[src/inc/tmone_pkg.sv]
// Behaviour
// - mode 3 halts timer one, count held
// - mode nibble high, control bits 2,3,6,7
// - no gating: run bit alone enables counting
// - gating: ext irq one pin also gates
// - wrap sets timer one overflow flag
// - timer zero mode 3 borrows run/flag
// - mode 0: 5-bit prescaler feeds high byte
// - mode 1: 16-bit cascade counter
// - mode 2: low byte reloads from high
// - vectoring clears overflow flag
// - irq needs local and global enable
// - timer zero overflow sets bit 5
// - run bit 6 turns timer on/off
// - ext irq zero edge flag set/clear
// - control register resets to zero
// - timer ticks every 6 clocks
// - counter counts sampled falling edges
// - gating: count while pin high
package tmone_pkg;
  // register byte addresses on the apb side
  localparam logic [7:0] TMONE_CTRL_OFF  = 8'h88;
  localparam logic [7:0] TMONE_MODE_OFF  = 8'h89;
  localparam logic [7:0] TMONE_LOW_OFF   = 8'h8B;
  localparam logic [7:0] TMONE_HIGH_OFF  = 8'h8D;
  localparam logic [7:0] TMONE_IEN_OFF   = 8'hA8;
  localparam logic [7:0] TMONE_ACK_OFF   = 8'hAC;
  // control register bit positions
  localparam int TMONE_IT0_BIT = 0;
  localparam int TMONE_IE0_BIT = 1;
  localparam int TMONE_IT1_BIT = 2;
  localparam int TMONE_IE1_BIT = 3;
  localparam int TMONE_TR0_BIT = 4;
  localparam int TMONE_TF0_BIT = 5;
  localparam int TMONE_TR1_BIT = 6;
  localparam int TMONE_TF1_BIT = 7;
  // mode register fields for timer one
  localparam int TMONE_GATE_BIT = 7;
  localparam int TMONE_CT_BIT   = 6;
  localparam int TMONE_MHI_BIT  = 5;
  localparam int TMONE_MLO_BIT  = 4;
  // interrupt enable bits
  localparam int TMONE_ET0_BIT = 1;
  localparam int TMONE_ET1_BIT = 3;
  localparam int TMONE_EA_BIT  = 7;
  // vector acknowledge bits
  localparam int TMONE_ACK_T0_BIT  = 0;
  localparam int TMONE_ACK_T1_BIT  = 1;
  localparam int TMONE_ACK_X0_BIT  = 2;
  // reset values
  localparam logic [7:0] TMONE_CTRL_RST = 8'h00;
  localparam logic [7:0] TMONE_BYTE_RST = 8'h00;
  // timing: peripheral cycle is 6 clocks at 4 ns
  localparam int TMONE_CLK_NS      = 4;
  localparam int TMONE_PCYC_NS     = 24;
  localparam int TMONE_PCYC_CLOCKS = (TMONE_PCYC_NS + TMONE_CLK_NS - 1) / TMONE_CLK_NS;
  // timer one modes
  typedef enum logic [1:0] {
    TMONE_M13 = 2'h0,
    TMONE_M16 = 2'h1,
    TMONE_M8R = 2'h2,
    TMONE_MHLT = 2'h3
  } tmone_mode_t;
endpackage

[src/logic/tmone_pdiv.sv]
`timescale 1ns/100ps
// peripheral cycle divider: one-cycle enable every div_count clocks
module tmone_pdiv #(
  parameter int DIV_COUNT = 6
) (
  input  wire logic clk_in,
  input  wire logic rst_b_in,
  output logic      tick_out
);
  initial begin
    if (DIV_COUNT < 2 || DIV_COUNT > 255) begin
      $error("div_count out of range");
    end
  end
  logic [7:0] cnt_reg;   // down counter
  logic [7:0] cnt_next;
  logic       tick_reg;  // registered enable
  logic       tick_next;
  // count down, reload at zero
  always_comb begin
    tick_next = (cnt_reg == 8'h00);
    cnt_next  = tick_next ? 8'(DIV_COUNT - 1) : cnt_reg - 8'h01;
  end
  always_ff @(posedge clk_in or negedge rst_b_in) begin
    if (!rst_b_in) begin
      cnt_reg  <= 8'h00;
      tick_reg <= 1'b0;
    end else begin
      cnt_reg  <= cnt_next;
      tick_reg <= tick_next;
    end
  end
  assign tick_out = tick_reg;
endmodule // tmone_pdiv

[src/logic/tmone_timer.sv]
`timescale 1ns/100ps
// timer one with shared control register, apb slave
module tmone_timer
  import tmone_pkg::*;
(
  input  wire logic        clk_in,
  input  wire logic        rst_b_in,
  input  wire logic        psel_in,
  input  wire logic        penable_in,
  input  wire logic        pwrite_in,
  input  wire logic [7:0]  paddr_in,
  input  wire logic [31:0] pwdata_in,
  output logic [31:0]      prdata_out,
  output logic             pready_out,
  output logic             pslverr_out,
  input  wire logic        ext_irq_one_pin_in,   // active low irq pin, gating source
  input  wire logic        ext_irq_zero_pin_in,  // active low irq pin
  input  wire logic        timer_one_count_pin_in,
  input  wire logic        t0_overflow_in,       // pulse from timer zero low counter
  input  wire logic        t0_high_overflow_in,  // pulse from timer zero high counter
  input  wire logic        t0_mode3_in,          // timer zero in split mode
  output logic             timer_zero_irq_out,
  output logic             timer_one_irq_out,
  output logic             timer_zero_run_out,
  output logic             t0_high_run_out,      // borrowed run bit
  output logic             timer_one_baud_out    // overflow pulse for serial baud
);
  logic pcyc_tick;  // one peripheral cycle enable
  tmone_pdiv #(.DIV_COUNT(TMONE_PCYC_CLOCKS)) u_pdiv (
    .clk_in   (clk_in),
    .rst_b_in (rst_b_in),
    .tick_out (pcyc_tick)
  );

  // register state
  logic [7:0] ctrl_reg, ctrl_next;       // timer control register
  logic [7:0] mode_reg, mode_next;       // upper nibble: timer one
  logic [7:0] low_reg, low_next;         // timer one low byte
  logic [7:0] high_reg, high_next;       // timer one high byte
  logic [7:0] ien_reg, ien_next;         // irq enable register zero
  logic       cpin_reg, cpin_next;       // last count pin sample
  logic       x0_reg, x0_next;           // last ext irq zero sample
  logic       baud_reg, baud_next;       // overflow pulse out
  logic [31:0] rdata_reg, rdata_next;    // registered read data

  // bus decode
  logic wr_acc, rd_acc, addr_ok;
  function automatic logic known_addr(input logic [7:0] a);
    return (a == TMONE_CTRL_OFF) || (a == TMONE_MODE_OFF) || (a == TMONE_LOW_OFF) ||
           (a == TMONE_HIGH_OFF) || (a == TMONE_IEN_OFF) || (a == TMONE_ACK_OFF);
  endfunction
  assign addr_ok     = known_addr(paddr_in);
  assign wr_acc      = psel_in && penable_in && pwrite_in;
  assign rd_acc      = psel_in && penable_in && !pwrite_in;
  // zero wait states; unmapped addresses answer with an error
  assign pready_out  = psel_in && penable_in;
  assign pslverr_out = psel_in && penable_in && !addr_ok;

  // decoded timer one controls
  tmone_mode_t mode1;
  logic        run1, gate_ok, count_en, src_step, step;
  logic        wrap, t0_tick_pulse;
  logic [15:0] cas;
  logic [5:0]  pre;
  logic [8:0]  th9, tl9;
  logic [7:0]  ack;
  assign mode1 = tmone_mode_t'(mode_reg[TMONE_MHI_BIT:TMONE_MLO_BIT]);
  assign ack   = (wr_acc && paddr_in == TMONE_ACK_OFF) ? pwdata_in[7:0] : 8'h00;

  // step and counter logic
  always_comb begin
    run1 = ctrl_reg[TMONE_TR1_BIT] && !t0_mode3_in;
    gate_ok  = !mode_reg[TMONE_GATE_BIT] || ext_irq_one_pin_in;
    count_en = run1 && gate_ok;
    src_step = mode_reg[TMONE_CT_BIT] ? (cpin_reg && !timer_one_count_pin_in) : 1'b1;
    step = pcyc_tick && count_en && src_step && (mode1 != TMONE_MHLT);
    cpin_next = pcyc_tick ? timer_one_count_pin_in : cpin_reg;
    low_next  = low_reg;
    high_next = high_reg;
    wrap = 1'b0;
    cas = 16'h0000;
    pre = 6'h00;
    th9 = 9'h000;
    tl9 = 9'h000;
    if (step) begin
      unique case (mode1)
        TMONE_M13: begin
          pre = {1'b0, low_reg[4:0]} + 6'h01;
          low_next = {low_reg[7:5], pre[4:0]};
          if (pre[5]) begin
            th9 = {1'b0, high_reg} + 9'h001;
            high_next = th9[7:0];
            wrap = th9[8];
          end
        end
        TMONE_M16: begin
          cas = {high_reg, low_reg} + 16'h0001;
          low_next = cas[7:0];
          high_next = cas[15:8];
          wrap = (cas == 16'h0000);
        end
        TMONE_M8R: begin
          tl9 = {1'b0, low_reg} + 9'h001;
          low_next = tl9[8] ? high_reg : tl9[7:0];
          wrap = tl9[8];
        end
        TMONE_MHLT: begin
          low_next = low_reg;
        end
      endcase
    end
    if (wr_acc && paddr_in == TMONE_LOW_OFF) begin
      low_next = pwdata_in[7:0];
    end
    if (wr_acc && paddr_in == TMONE_HIGH_OFF) begin
      high_next = pwdata_in[7:0];
    end
    baud_next = wrap;
  end

  // control register: writes, then hardware clears, then hardware sets win
  always_comb begin
    ctrl_next = ctrl_reg;
    mode_next = mode_reg;
    ien_next  = ien_reg;
    x0_next   = ext_irq_zero_pin_in;
    if (wr_acc && paddr_in == TMONE_CTRL_OFF) begin
      ctrl_next = pwdata_in[7:0];
    end
    if (wr_acc && paddr_in == TMONE_MODE_OFF) begin
      mode_next = pwdata_in[7:0];
    end
    if (wr_acc && paddr_in == TMONE_IEN_OFF) begin
      ien_next = pwdata_in[7:0];
    end
    if (ack[TMONE_ACK_T0_BIT]) begin
      ctrl_next[TMONE_TF0_BIT] = 1'b0;
    end
    if (ack[TMONE_ACK_T1_BIT]) begin
      ctrl_next[TMONE_TF1_BIT] = 1'b0;
    end
    // edge flag cleared only if edge mode
    if (ack[TMONE_ACK_X0_BIT] && ctrl_reg[TMONE_IT0_BIT]) begin
      ctrl_next[TMONE_IE0_BIT] = 1'b0;
    end
    if (ctrl_reg[TMONE_IT0_BIT] ? (x0_reg && !ext_irq_zero_pin_in) : !ext_irq_zero_pin_in) begin
      ctrl_next[TMONE_IE0_BIT] = 1'b1;
    end
    if (t0_overflow_in) begin
      ctrl_next[TMONE_TF0_BIT] = 1'b1;
    end
    if (t0_mode3_in ? t0_high_overflow_in : wrap) begin
      ctrl_next[TMONE_TF1_BIT] = 1'b1;
    end
  end

  // read mux
  always_comb begin
    rdata_next = 32'h0000_0000;
    if (rd_acc) begin
      unique case (paddr_in)
        TMONE_CTRL_OFF: rdata_next = {24'h000000, ctrl_reg};
        TMONE_MODE_OFF: rdata_next = {24'h000000, mode_reg};
        TMONE_LOW_OFF:  rdata_next = {24'h000000, low_reg};
        TMONE_HIGH_OFF: rdata_next = {24'h000000, high_reg};
        TMONE_IEN_OFF:  rdata_next = {24'h000000, ien_reg};
        default:        rdata_next = 32'h0000_0000;
      endcase
    end
  end

  // registers
  always_ff @(posedge clk_in or negedge rst_b_in) begin
    if (!rst_b_in) begin
      ctrl_reg  <= TMONE_CTRL_RST;
      mode_reg  <= TMONE_BYTE_RST;
      low_reg   <= TMONE_BYTE_RST;
      high_reg  <= TMONE_BYTE_RST;
      ien_reg   <= TMONE_BYTE_RST;
      cpin_reg  <= 1'b0;
      x0_reg    <= 1'b1;
      baud_reg  <= 1'b0;
      rdata_reg <= 32'h0000_0000;
    end else begin
      ctrl_reg  <= ctrl_next;
      mode_reg  <= mode_next;
      low_reg   <= low_next;
      high_reg  <= high_next;
      ien_reg   <= ien_next;
      cpin_reg  <= cpin_next;
      x0_reg    <= x0_next;
      baud_reg  <= baud_next;
      rdata_reg <= rdata_next;
    end
  end

  // read data is combinational through the access phase so it is valid at pready
  assign prdata_out = rdata_next;
  assign timer_zero_irq_out = ctrl_reg[TMONE_TF0_BIT] && ien_reg[TMONE_ET0_BIT] &&
                              ien_reg[TMONE_EA_BIT];
  assign timer_one_irq_out  = ctrl_reg[TMONE_TF1_BIT] && ien_reg[TMONE_ET1_BIT] &&
                              ien_reg[TMONE_EA_BIT];
  assign timer_zero_run_out = ctrl_reg[TMONE_TR0_BIT];
  assign t0_high_run_out    = ctrl_reg[TMONE_TR1_BIT];
  assign timer_one_baud_out = baud_reg;
  assign t0_tick_pulse      = pcyc_tick;

  // assertions
  property p_halt;
    @(posedge clk_in) disable iff (!rst_b_in)
      (mode1 == TMONE_MHLT && !wr_acc) |=> $stable(low_reg) && $stable(high_reg);
  endproperty
  a_halt: assert property (p_halt) else $error("mode 3 changed count");
  property p_reset_ctrl;
    @(posedge clk_in) $rose(rst_b_in) |-> ctrl_reg == 8'h00;
  endproperty
  a_reset_ctrl: assert property (p_reset_ctrl) else $error("control not zero");
  property p_wrap_flag;
    @(posedge clk_in) disable iff (!rst_b_in)
      (wrap && !t0_mode3_in) |=> ctrl_reg[TMONE_TF1_BIT];
  endproperty
  a_wrap_flag: assert property (p_wrap_flag) else $error("overflow flag missed");
  property p_no_run;
    @(posedge clk_in) disable iff (!rst_b_in)
      (!ctrl_reg[TMONE_TR1_BIT] && !wr_acc) |=> $stable({high_reg, low_reg});
  endproperty
  a_no_run: assert property (p_no_run) else $error("counted while stopped");
  property p_gate;
    @(posedge clk_in) disable iff (!rst_b_in)
      (mode_reg[TMONE_GATE_BIT] && !ext_irq_one_pin_in && !wr_acc) |=> $stable(low_reg);
  endproperty
  a_gate: assert property (p_gate) else $error("counted with pin low");
  property p_reload;
    @(posedge clk_in) disable iff (!rst_b_in)
      (step && mode1 == TMONE_M8R && low_reg == 8'hFF && !wr_acc) |=>
        low_reg == $past(high_reg) && $stable(high_reg);
  endproperty
  a_reload: assert property (p_reload) else $error("reload wrong");
  property p_tick_spacing;
    @(posedge clk_in) disable iff (!rst_b_in) t0_tick_pulse |=> !t0_tick_pulse [*5];
  endproperty
  a_tick_spacing: assert property (p_tick_spacing) else $error("tick too often");
  property p_irq;
    @(posedge clk_in) disable iff (!rst_b_in)
      timer_one_irq_out |-> ien_reg[TMONE_EA_BIT] && ien_reg[TMONE_ET1_BIT];
  endproperty
  a_irq: assert property (p_irq) else $error("irq without enable");
  property p_ack_clear;
    @(posedge clk_in) disable iff (!rst_b_in)
      (ack[TMONE_ACK_T1_BIT] && !wrap && !t0_mode3_in) |=> !ctrl_reg[TMONE_TF1_BIT];
  endproperty
  a_ack_clear: assert property (p_ack_clear) else $error("flag not cleared");
  property p_wr_wins;
    @(posedge clk_in) disable iff (!rst_b_in)
      (wr_acc && paddr_in == TMONE_LOW_OFF) |=> low_reg == $past(pwdata_in[7:0]);
  endproperty
  a_wr_wins: assert property (p_wr_wins) else $error("write lost");
  c_wrap16: cover property (@(posedge clk_in) wrap && mode1 == TMONE_M16);
  c_wrap13: cover property (@(posedge clk_in) wrap && mode1 == TMONE_M13);
  c_reload: cover property (@(posedge clk_in) wrap && mode1 == TMONE_M8R);
endmodule // tmone_timer

[config.mk]
export PLATFORM = sky130hd
export DESIGN_NAME = tmone_timer
export DESIGN_NICKNAME = d
export VERILOG_FILES = /design/src/inc/tmone_pkg.sv /design/src/logic/tmone_pdiv.sv /design/src/logic/tmone_timer.sv
export SDC_FILE = /design/constraint.sdc
export NUM_CORES = 1
export LEC_CHECK = 0
export ABC_AREA = 1
export BUFFER_PORTS_ARGS = -buffer_cell sky130_fd_sc_hd__buf_2
export CAP_MARGIN = 0
export CORE_MARGIN = 5
export CORE_UTILIZATION = 55
export DETAILED_ROUTE_END_ITERATION = 8
export PLACE_DENSITY_LB_ADDON = 0.1
export REMOVE_ABC_BUFFERS = 1
export SYNTH_ARGS = -nofsm -noshare
export SYNTH_HDL_FRONTEND = slang
export SYNTH_SLANG_ARGS = --single-unit
[constraint.sdc]
create_clock -name clk_in -period 4.7 [get_ports clk_in]
set_input_delay 0.235 -clock clk_in [delete_from_list [all_inputs] [get_ports clk_in]]
set_output_delay 0.235 -clock clk_in [all_outputs]
set_load 0.05 [all_outputs]
# Word level (Yosys, flattened, before mapping)
# Cells that the tools add are included.
[op_classes]
n_eq_ne = 13
add_sub_neg = 5
reduce_logical = 46
n_mux = 25
[op_table]
columns = ["op", "count"]
rows = [
  ["8-bit 2-to-1 mux", 8],
  ["8-bit equality test (second input constant)", 6],
  ["8-bit one-hot mux with 5 select lines", 1],
  ["32-bit 2-to-1 mux", 1],
  ["8-bit one-hot mux with 3 select lines", 1],
  ["1-bit logical AND", 22],
  ["8-bit by 1-bit adder with 9-bit output (second input constant)", 2],
  ["16-bit by 1-bit adder with 16-bit output (second input constant)", 1],
  ["16-bit zero test", 1],
  ["8-bit one-hot mux with 2 select lines", 1],
  ["3-bit nonzero test", 4],
  ["1-bit 2-to-1 mux", 11],
  ["8-bit zero test", 1],
  ["8-bit by 1-bit subtractor with 8-bit output (second input constant)", 1],
  ["5-bit by 1-bit adder with 6-bit output (second input constant)", 1],
  ["1-bit zero test", 6],
  ["1-bit logical OR", 6],
  ["2-bit != test (second input constant)", 3],
  ["3-bit AND reduction", 2],
  ["2-bit equality test (second input constant)", 2],
  ["2-bit nonzero test", 2],
  ["3-bit 2-to-1 mux", 1],
  ["3-bit != test (second input constant)", 1],
  ["1-bit one-hot mux with 3 select lines", 1],
  ["3 further kinds", 3],
]
[word_totals]
in_bits = 51
ff_bits = 52
out_inout_bits = 39

# Longest topological paths before layout
# Gate-level depths: netlist of run 1.
[logic_depth]
ltp_word = 9
ltp_mapped = 13
depth_no_buf = 13

# Modules after synthesis
# From an unflattened synthesis of run 1, not the netlist that was laid out.
[unflattened]
hier_cells = 569
area_unflattened_um2 = 3877.5
[by_module_without_submodules]
columns = ["mod", "cells_per_inst", "area_per_inst_um2", "instances"]
rows = [
  ["tmone_timer", 522, 3457.1, 1],
  ["tmone_pdiv", 47, 420.4, 1],
]

# Least setup slack after synthesis of run 1
# Ideal clock, no wire load.
[synth_path]
path_type = "input port to output port"
start = "input paddr_in[4]"
end = "output prdata_out[0]"
slack_ns = 2.699
required_time_ns = 4.465
stages = 9
t_arrival_ns = 1.766
n_path_buf = 0
cell_sequence = "inv_1 nand4_2 nor2_1 nand2_1 inv_2 nand2_1 o21ai_1 nor2_1 a21oi_1"
[synth_via]
elab_chain_len = 3
[synth_rtl]
columns = ["element", "line_no", "text"]
rows = [
  ["start: declaration", "tmone_timer.sv:11", "input wire logic [7:0] paddr_in,"],
  ["8-bit equality test", "tmone_timer.sv:161", "unique case (paddr_in)"],
  ["8-bit one-hot mux with 5 select lines *", "tmone_timer.sv:161", ""],
  ["32-bit 2-to-1 mux *", "tmone_timer.sv:160", "if (rd_acc) begin"],
  ["end: declaration", "tmone_timer.sv:13", "output logic [31:0] prdata_out,"],
]
# Every way passes the cells marked *; elsewhere a longest branch is shown, timed or not.

# Worst setup path in the final report of run 1
[layout_path]
start = "register mode_reg[5]"
end = "register high_reg[5]"
[layout_via]
elab_chain_len = 4
[layout_rtl]
columns = ["element", "line_no", "text"]
rows = [
  ["start: declaration", "tmone_timer.sv:37", "logic [7:0] mode_reg, mode_next;"],
  ["start signal: assignment", "tmone_timer.sv:186", "mode_reg <= mode_next;"],
  ["2-bit by 1-bit equality test with 1-bit output, or another cell as far along", "tmone_timer.sv:86", "unique case (mode1)"],
  ["8-bit one-hot mux with 2 select lines / 1-bit logical AND (equally long branches)", "tmone_timer.sv:86, tmone_timer.sv:76", ""],
  ["8-bit 2-to-1 mux / 2-bit nonzero test (equally long branches)", "n/a", ""],
  ["8-bit 2-to-1 mux / 3-bit AND reduction (equally long branches)", "n/a", ""],
  ["end signal: assignment", "tmone_timer.sv:188", "high_reg <= high_next;"],
  ["end: declaration", "tmone_timer.sv:39", "logic [7:0] high_reg, high_next;"],
]
# Several ways; a longest one is shown, not always the timed one. The select of a mux whose other input is x is not followed.
# A chain may end at the register's enable or synchronous reset.

==> impl_metrics.json, run 1 <==
{
  "status": "finished, final reports clean",
  "reg2reg_from": "mode_reg[5]",
  "core_um2": 6756,
  "p_sw_share_pct": 31.66,
  "path_buf_inv": 2,
  "reg2regPathDepth": 8,
  "dieArea_um2": 8633,
  "switching_power_w": 0.0002732,
  "cp_max_fo": 15,
  "cp_cell_sequence": "inv_1 > ha_1 > inv_1 > o21ai_1 > nand2_1 > nor2_2 > o211ai_1 > nand3_1",
  "htree_levels": 2,
  "rsz0062_at_grt": "false",
  "drt_iter0_drc": 289,
  "port_buffers": 41,
  "tightest_slew_ns": 0.6692,
  "cts_max_path_buffers": 2,
  "num_antenna_cells": 0,
  "fillCellCount": 677,
  "hp-class": "in2async",
  "cts-resized-gates": 0,
  "p_clk_share_pct": 31.9,
  "ios": 90,
  "synth_flop_cell": "dfrtp_1",
  "post-route-period-util_pct": 45.78,
  "synth.distinct_cells": 37,
  "synth_area_leader_cell": "dfrtp_1",
  "crit_top_cell": "inv_1",
  "antenna_found_initial": 0,
  "cpLargestDelayFamily": "simple AND/OR/NAND/NOR gates",
  "wl_per_cell_um": 14.98,
  "end_kind": "flop",
  "fin_worst_hold_slack_ns": 0.01931,
  "place_congestion": 0.9733,
  "cts.clk_slew.worst_paths_ns": 0.10,
  "r2r-end": "high_reg[5]",
  "pwr_density_cell_nw_per_um2": 212.3,
  "crit_path_end": "high_reg[5]",
  "slew_viol_final": 0,
  "internal_power_w": 0.0005897,
  "avgViaCountPerCell": 5.429,
  "seqPwrFrac_pct": 53.8,
  "dieWidth_um": 92.92,
  "r2r_slack_ns": 2.55,
  "maxCapViolations": 0,
  "cp.depth": 8,
  "antenna_left": 0,
  "slew_headroom_pct": 55.39,
  "critPathLaunch": "mode_reg[5]",
  "grt_pass1_vias": 3492,
  "drc": 0,
  "cts_setup_buffers": 0,
  "ys_ff_latch": 52,
  "vias": 3654,
  "netlist_area_um2": 3781,
  "cts_sinks": 52,
  "crit_required_ns": 4.95,
  "cts_made_buffers": 5,
  "dr.pass1.iters": 5,
  "grt_max_degree": 53,
  "cp_slowest_cell": "dfrtp_1",
  "crit_path_start_kind": "flop",
  "fp.dieH_um": 92.92,
  "dp_hpwl_um": 7951,
  "max_freq_ghz": 0.4648,
  "grt_use_total_pct": 24.29,
  "arrival_ns": 2.41,
  "grt_overflow_total": 0,
  "finalWirelength_um": 10080,
  "max_stage_delay_ns": 0.44,
  "hold_viol": 0,
  "fin_setup_tns_ns": 0,
  "seq_area_frac_synth_pct": 34.45,
  "final_nets": 652,
  "num_rows": 30,
  "area_growth_pct": 7.479,
  "syn_avg_cell_area_um2": 6.862,
  "pwr-share-comb_pct": 14.3,
  "hold_buffers": 0,
  "clock_latency_ns": 0.31,
  "finalSetupViolations": 0,
  "ir_worst_vdd_uv": 163.6,
  "criticalPathCategory": "reg2reg",
  "ys.warnings.count": 0,
  "grt_pass1_wl_um": 16640,
  "synth-edff-count": 0,
  "skew_ns": 0.005904,
  "cts-root-buf": "clkbuf_8",
  "cts_tree": "yes",
  "syn_inst": 551,
  "layout-drive-gt1-share_pct": 16.69,
  "floorplan.initialDensity_pct": 55.96,
  "fin_crit_ns": 2.152,
  "ys_top_cells_by_area": "dfrtp_1 (34%), nand2_1 (15%), inv_1 (6.3%)",
  "synthArstFlopShare_pct": 100.0,
  "synth_top_area_share_pct": 33.75,
  "leakagePower_nw": 2.104
}
## how the worst min path moves through the flow
stage,from,endpoint
6_report,rst_b_in,high_reg[3]
2_1_floorplan,rst_b_in,cpin_reg
3_3_place_gp,ext_irq_zero_pin_in,x0_reg
3_5_place_dp,ext_irq_zero_pin_in,x0_reg
5_1_grt,ext_irq_zero_pin_in,x0_reg
4_1_cts,ext_irq_zero_pin_in,x0_reg
## cell type report
class | count | area [µm²] | area share, %
clock buffer | 5 | 68.82 | 1.693
clock inverter | 3 | 27.53 | 0.6773
inverter | 77 | 289.0 | 7.112
multi-input combinational | 414 | 2063 | 50.77
sequential | 52 | 1303 | 32.05
tap | 80 | 100.1 | 2.463
timing repair buffer | 42 | 212.7 | 5.234
## power by group through the flow
stage          sequential (W)  combinational (W)  clock (W)
6_report             0.000464           0.000123   0.000275
5_1_grt              0.000465           0.000135   0.000303
4_1_cts              0.000464           0.000123   0.000282
3_5_place_dp         0.000473           0.000122          0
3_3_place_gp         0.000473           0.000121          0
2_1_floorplan        0.000471          0.0000848          0
## kinds of logic after synthesis
logic type | share of synthesized area (%)
other cells | 0.09918
xor+xnor | 0.9267
flops | 34.45
buf+inv | 13.27
compound gates | 15.29
fa+ha+maj | 2.978
simple gates | 32.99
## synthesized netlist by cell type (2+ instances only)
cell type / count
nand2_1: 152
inv_1: 63
nor2_1: 52
dfrtp_1: 51
o21ai_1: 31
nand3_1: 28
buf_4: 24
o21ai_0: 22
a21oi_1: 14
inv_2: 13
nand2_2: 13
nand4_1: 12
ha_1: 9
o211ai_1: 8
o22ai_1: 7
nor2_2: 6
nor2_4: 6
buf_2: 5
o221ai_1: 5
a21oi_2: 4
nor3_1: 3
o31ai_1: 3
xor2_1: 3
clkbuf_1: 2
nor3_2: 2
o21bai_1: 2
## per-stage QoR
| step | instances | utilization [%] | cell area [µm²] | power, W | setup WS (ns) |
|---|---|---|---|---|---|
| 6_report | 673 | 60.15 | 4064 | 0.0008629 | 2.549 |
| 5_1_grt | 673 | 60.15 | 4064 | 0.0009031 | 2.361 |
| 4_1_cts | 673 | 60.15 | 4064 | 0.0008688 | 2.609 |
| 3_5_place_dp | 665 | 58.72 | 3968 | 0.0005952 | 2.631 |
| 3_3_place_gp | 665 | 58.72 | 3968 | 0.0005933 | 2.626 |
| 2_1_floorplan | 543 | - | 3655 | 0.0005557 | 2.699 |
## cells in the final DEF, fill, tap and decap left out, drive strengths merged, types with 2 or more instances in the layout
cell and instances:
o21ai 53, conb 24, buf 42, nor3 6, clkbuf 5, o221ai 5
clkinv 2, nand2 165, o211ai 8, o22ai 7, o31ai 3, a21oi 18
o21bai 2, nor2 64, ha 9, xor2 3, nand3 29, dfrtp 51
inv 77, nand4 13
## routing by layer
| metal | routed length [µm] | track usage (%) | share of wire (%) |
|---|---|---|---|
| met5 | 0 | 0 | 0 |
| met4 | 261 | 8.425 | 2.6 |
| met3 | 762 | 3.493 | 7.6 |
| met2 | 4711 | 39.23 | 47 |
| met1 | 4347 | 33.26 | 43 |
(Power assumes the default switching activity.)
==> run 2: changes to the inputs <==
Clock period 4.7 ns to 2.2 ns, I/O delays scaled along.
==> impl_metrics.json, run 2 (synthesis gave the netlist of run 1 again) <==
{
  "status": "finished, final reports clean",
  "criticalPathCategory": "reg2reg",
  "cts.clk_slew.worst_paths_ns": 0.10,
  "ios": 90,
  "crit_required_ns": 2.45,
  "drc": 0,
  "finalSetupViolations": 0,
  "maxCapViolations": 0,
  "hold_start": "timer_one_count_pin_in",
  "arrival_ns": 2.19,
  "crit_top_cell": "inv_1",
  "crit_path_start_kind": "flop",
  "slew_viol_final": 0,
  "cp_cell_sequence": "inv_1 > ha_1 > inv_1 > o21ai_1 > nand2_1 > nor2_2 > o211ai_1 > nand3_1",
  "num_rows": 30,
  "max_freq_ghz": 0.5152,
  "cts_sinks": 52,
  "num_antenna_cells": 0,
  "cts_max_path_buffers": 2,
  "htree_levels": 2,
  "grt_pass1_wl_um": 17140,
  "r2r_slack_ns": 0.26,
  "path_buf_inv": 2,
  "ir_worst_vdd_uv": 244.8,
  "final_nets": 659,
  "avgViaCountPerCell": 5.475,
  "slew_headroom_pct": 40.96,
  "fin_setup_tns_ns": 0,
  "leakagePower_nw": 2.149,
  "cpLargestDelayFamily": "simple AND/OR/NAND/NOR gates",
  "dr.pass1.iters": 5,
  "fin_cells": 680,
  "post-route-period-util_pct": 88.22,
  "cts-root-buf": "clkbuf_8",
  "r2r-end": "high_reg[0]",
  "grt_pass1_vias": 3548,
  "grt_use_total_pct": 24.79,
  "core_um2": 6756,
  "dp.cells": 670,
  "clock_latency_ns": 0.31,
  "fin_crit_ns": 1.941,
  "antenna_left": 0,
  "worstHoldEndpoint": "cpin_reg",
  "pwr_density_cell_nw_per_um2": 473.6,
  "rsz0062_at_grt": "false",
  "vias": 3723,
  "final_cell_mix": "nand2_1 (152), inv_1 (63), nor2_1 (52)",
  "drt_iter0_drc": 298,
  "port_buffers": 41,
  "antenna_found_initial": 0,
  "grt_overflow_total": 0,
  "fillCellCount": 677,
  "wl_per_cell_um": 15.18,
  "end_kind": "flop",
  "floorplan.initialDensity_pct": 55.96,
  "area_growth_pct": 9.762,
  "fp.dieH_um": 92.92,
  "max_stage_delay_ns": 0.44,
  "layout_commonest_cell": "nand2_1",
  "cp_slowest_cell": "dfrtp_1",
  "dieArea_um2": 8633,
  "hp-class": "in2reg",
  "tightest_slew_ns": 0.8857,
  "grt_max_degree": 40,
  "utilization_pct": 61.43,
  "layout-drive-gt1-share_pct": 17.67,
  "reg2regPathDepth": 8,
  "finalWirelength_um": 10320,
  "cts_made_buffers": 5,
  "hold_viol": 0,
  "cts_tree": "yes",
  "reg2reg_from": "mode_reg[5]",
  "worst_hold_path.num_cells": 3,
  "dieWidth_um": 92.92,
  "cp_max_fo": 7,
  "place_congestion": 0.9583,
  "skew_ns": 0.004846,
  "dp_hpwl_um": 8172
}
==> run 2: worst max-delay path by stage <==
stage               cells after the start             to   startpoint  slack (ns)
CTS                                    12    ctrl_reg[7]   low_reg[1]        0.19
detailed placement                     12    ctrl_reg[7]   low_reg[1]        0.23
global placement                       12    ctrl_reg[7]   low_reg[1]        0.30
finish                                  8    high_reg[0]  mode_reg[5]        0.26
floorplan                               9  prdata_out[0]  paddr_in[4]        0.45
global route                           13    ctrl_reg[7]   low_reg[0]        0.02
==> run 2: tightest hold or removal path, delay by kind of cell <==
family	cells	cell delay, ns
simple gates	1	0.04
compound gates	1	0.06
buf+inv	1	0.08
==> run 2: metal layers <==
layer / part of all wire (%) / track usage (%) / vias up
met4: 2.6 / 8.547 / 0
met5: 0 / 0 / -
met1: 44 / 34.48 / 1727
li1: - / - / 1827
met2: 47 / 39.95 / 144
met3: 6.5 / 2.843 / 25
==> run 2: per-stage QoR <==
stage	total power, W	hold slack [ns]	instance area [µm²]	setup WS [ns]
2_1_floorplan	0.001187	-0.1856	3655	0.4492
3_3_place_gp	0.001271	0.2269	4005	0.3046
3_5_place_dp	0.001274	0.2263	4005	0.2283
4_1_cts	0.001978	0.02049	4146	0.1945
5_1_grt	0.002050	0.03409	4150	0.02433
6_report	0.001965	0.02614	4150	0.2591
==> run 2: cell type report <==
| type | instances | area, µm² | area share (%) |
|---|---|---|---|
| Multi-Input combinational cell | 414 | 2066 | 49.77 |
| Sequential cell | 52 | 1304 | 31.41 |
| Inverter | 77 | 289.0 | 6.964 |
| Timing Repair Buffer | 49 | 270.3 | 6.512 |
| Tap cell | 80 | 100.1 | 2.412 |
| Clock buffer | 6 | 82.58 | 1.990 |
| Clock inverter | 2 | 38.79 | 0.9346 |
==> run 2: power breakdown <==
group,leakage [nW],internal [W],switching (W)
clock,0.0614,0.000373,0.000332
sequential,0.650,0.000972,0.0000179
combinational,1.44,0.0000590,0.000212
==> run 2: timing repair <==
action | CTS | global route
gates resized for setup | 0 | 2
endpoints found under the hold margin | 38 | 0
hold buffers | 2 | 0
setup endpoints to repair | 0 | 2
buffers inserted | 0 | 0
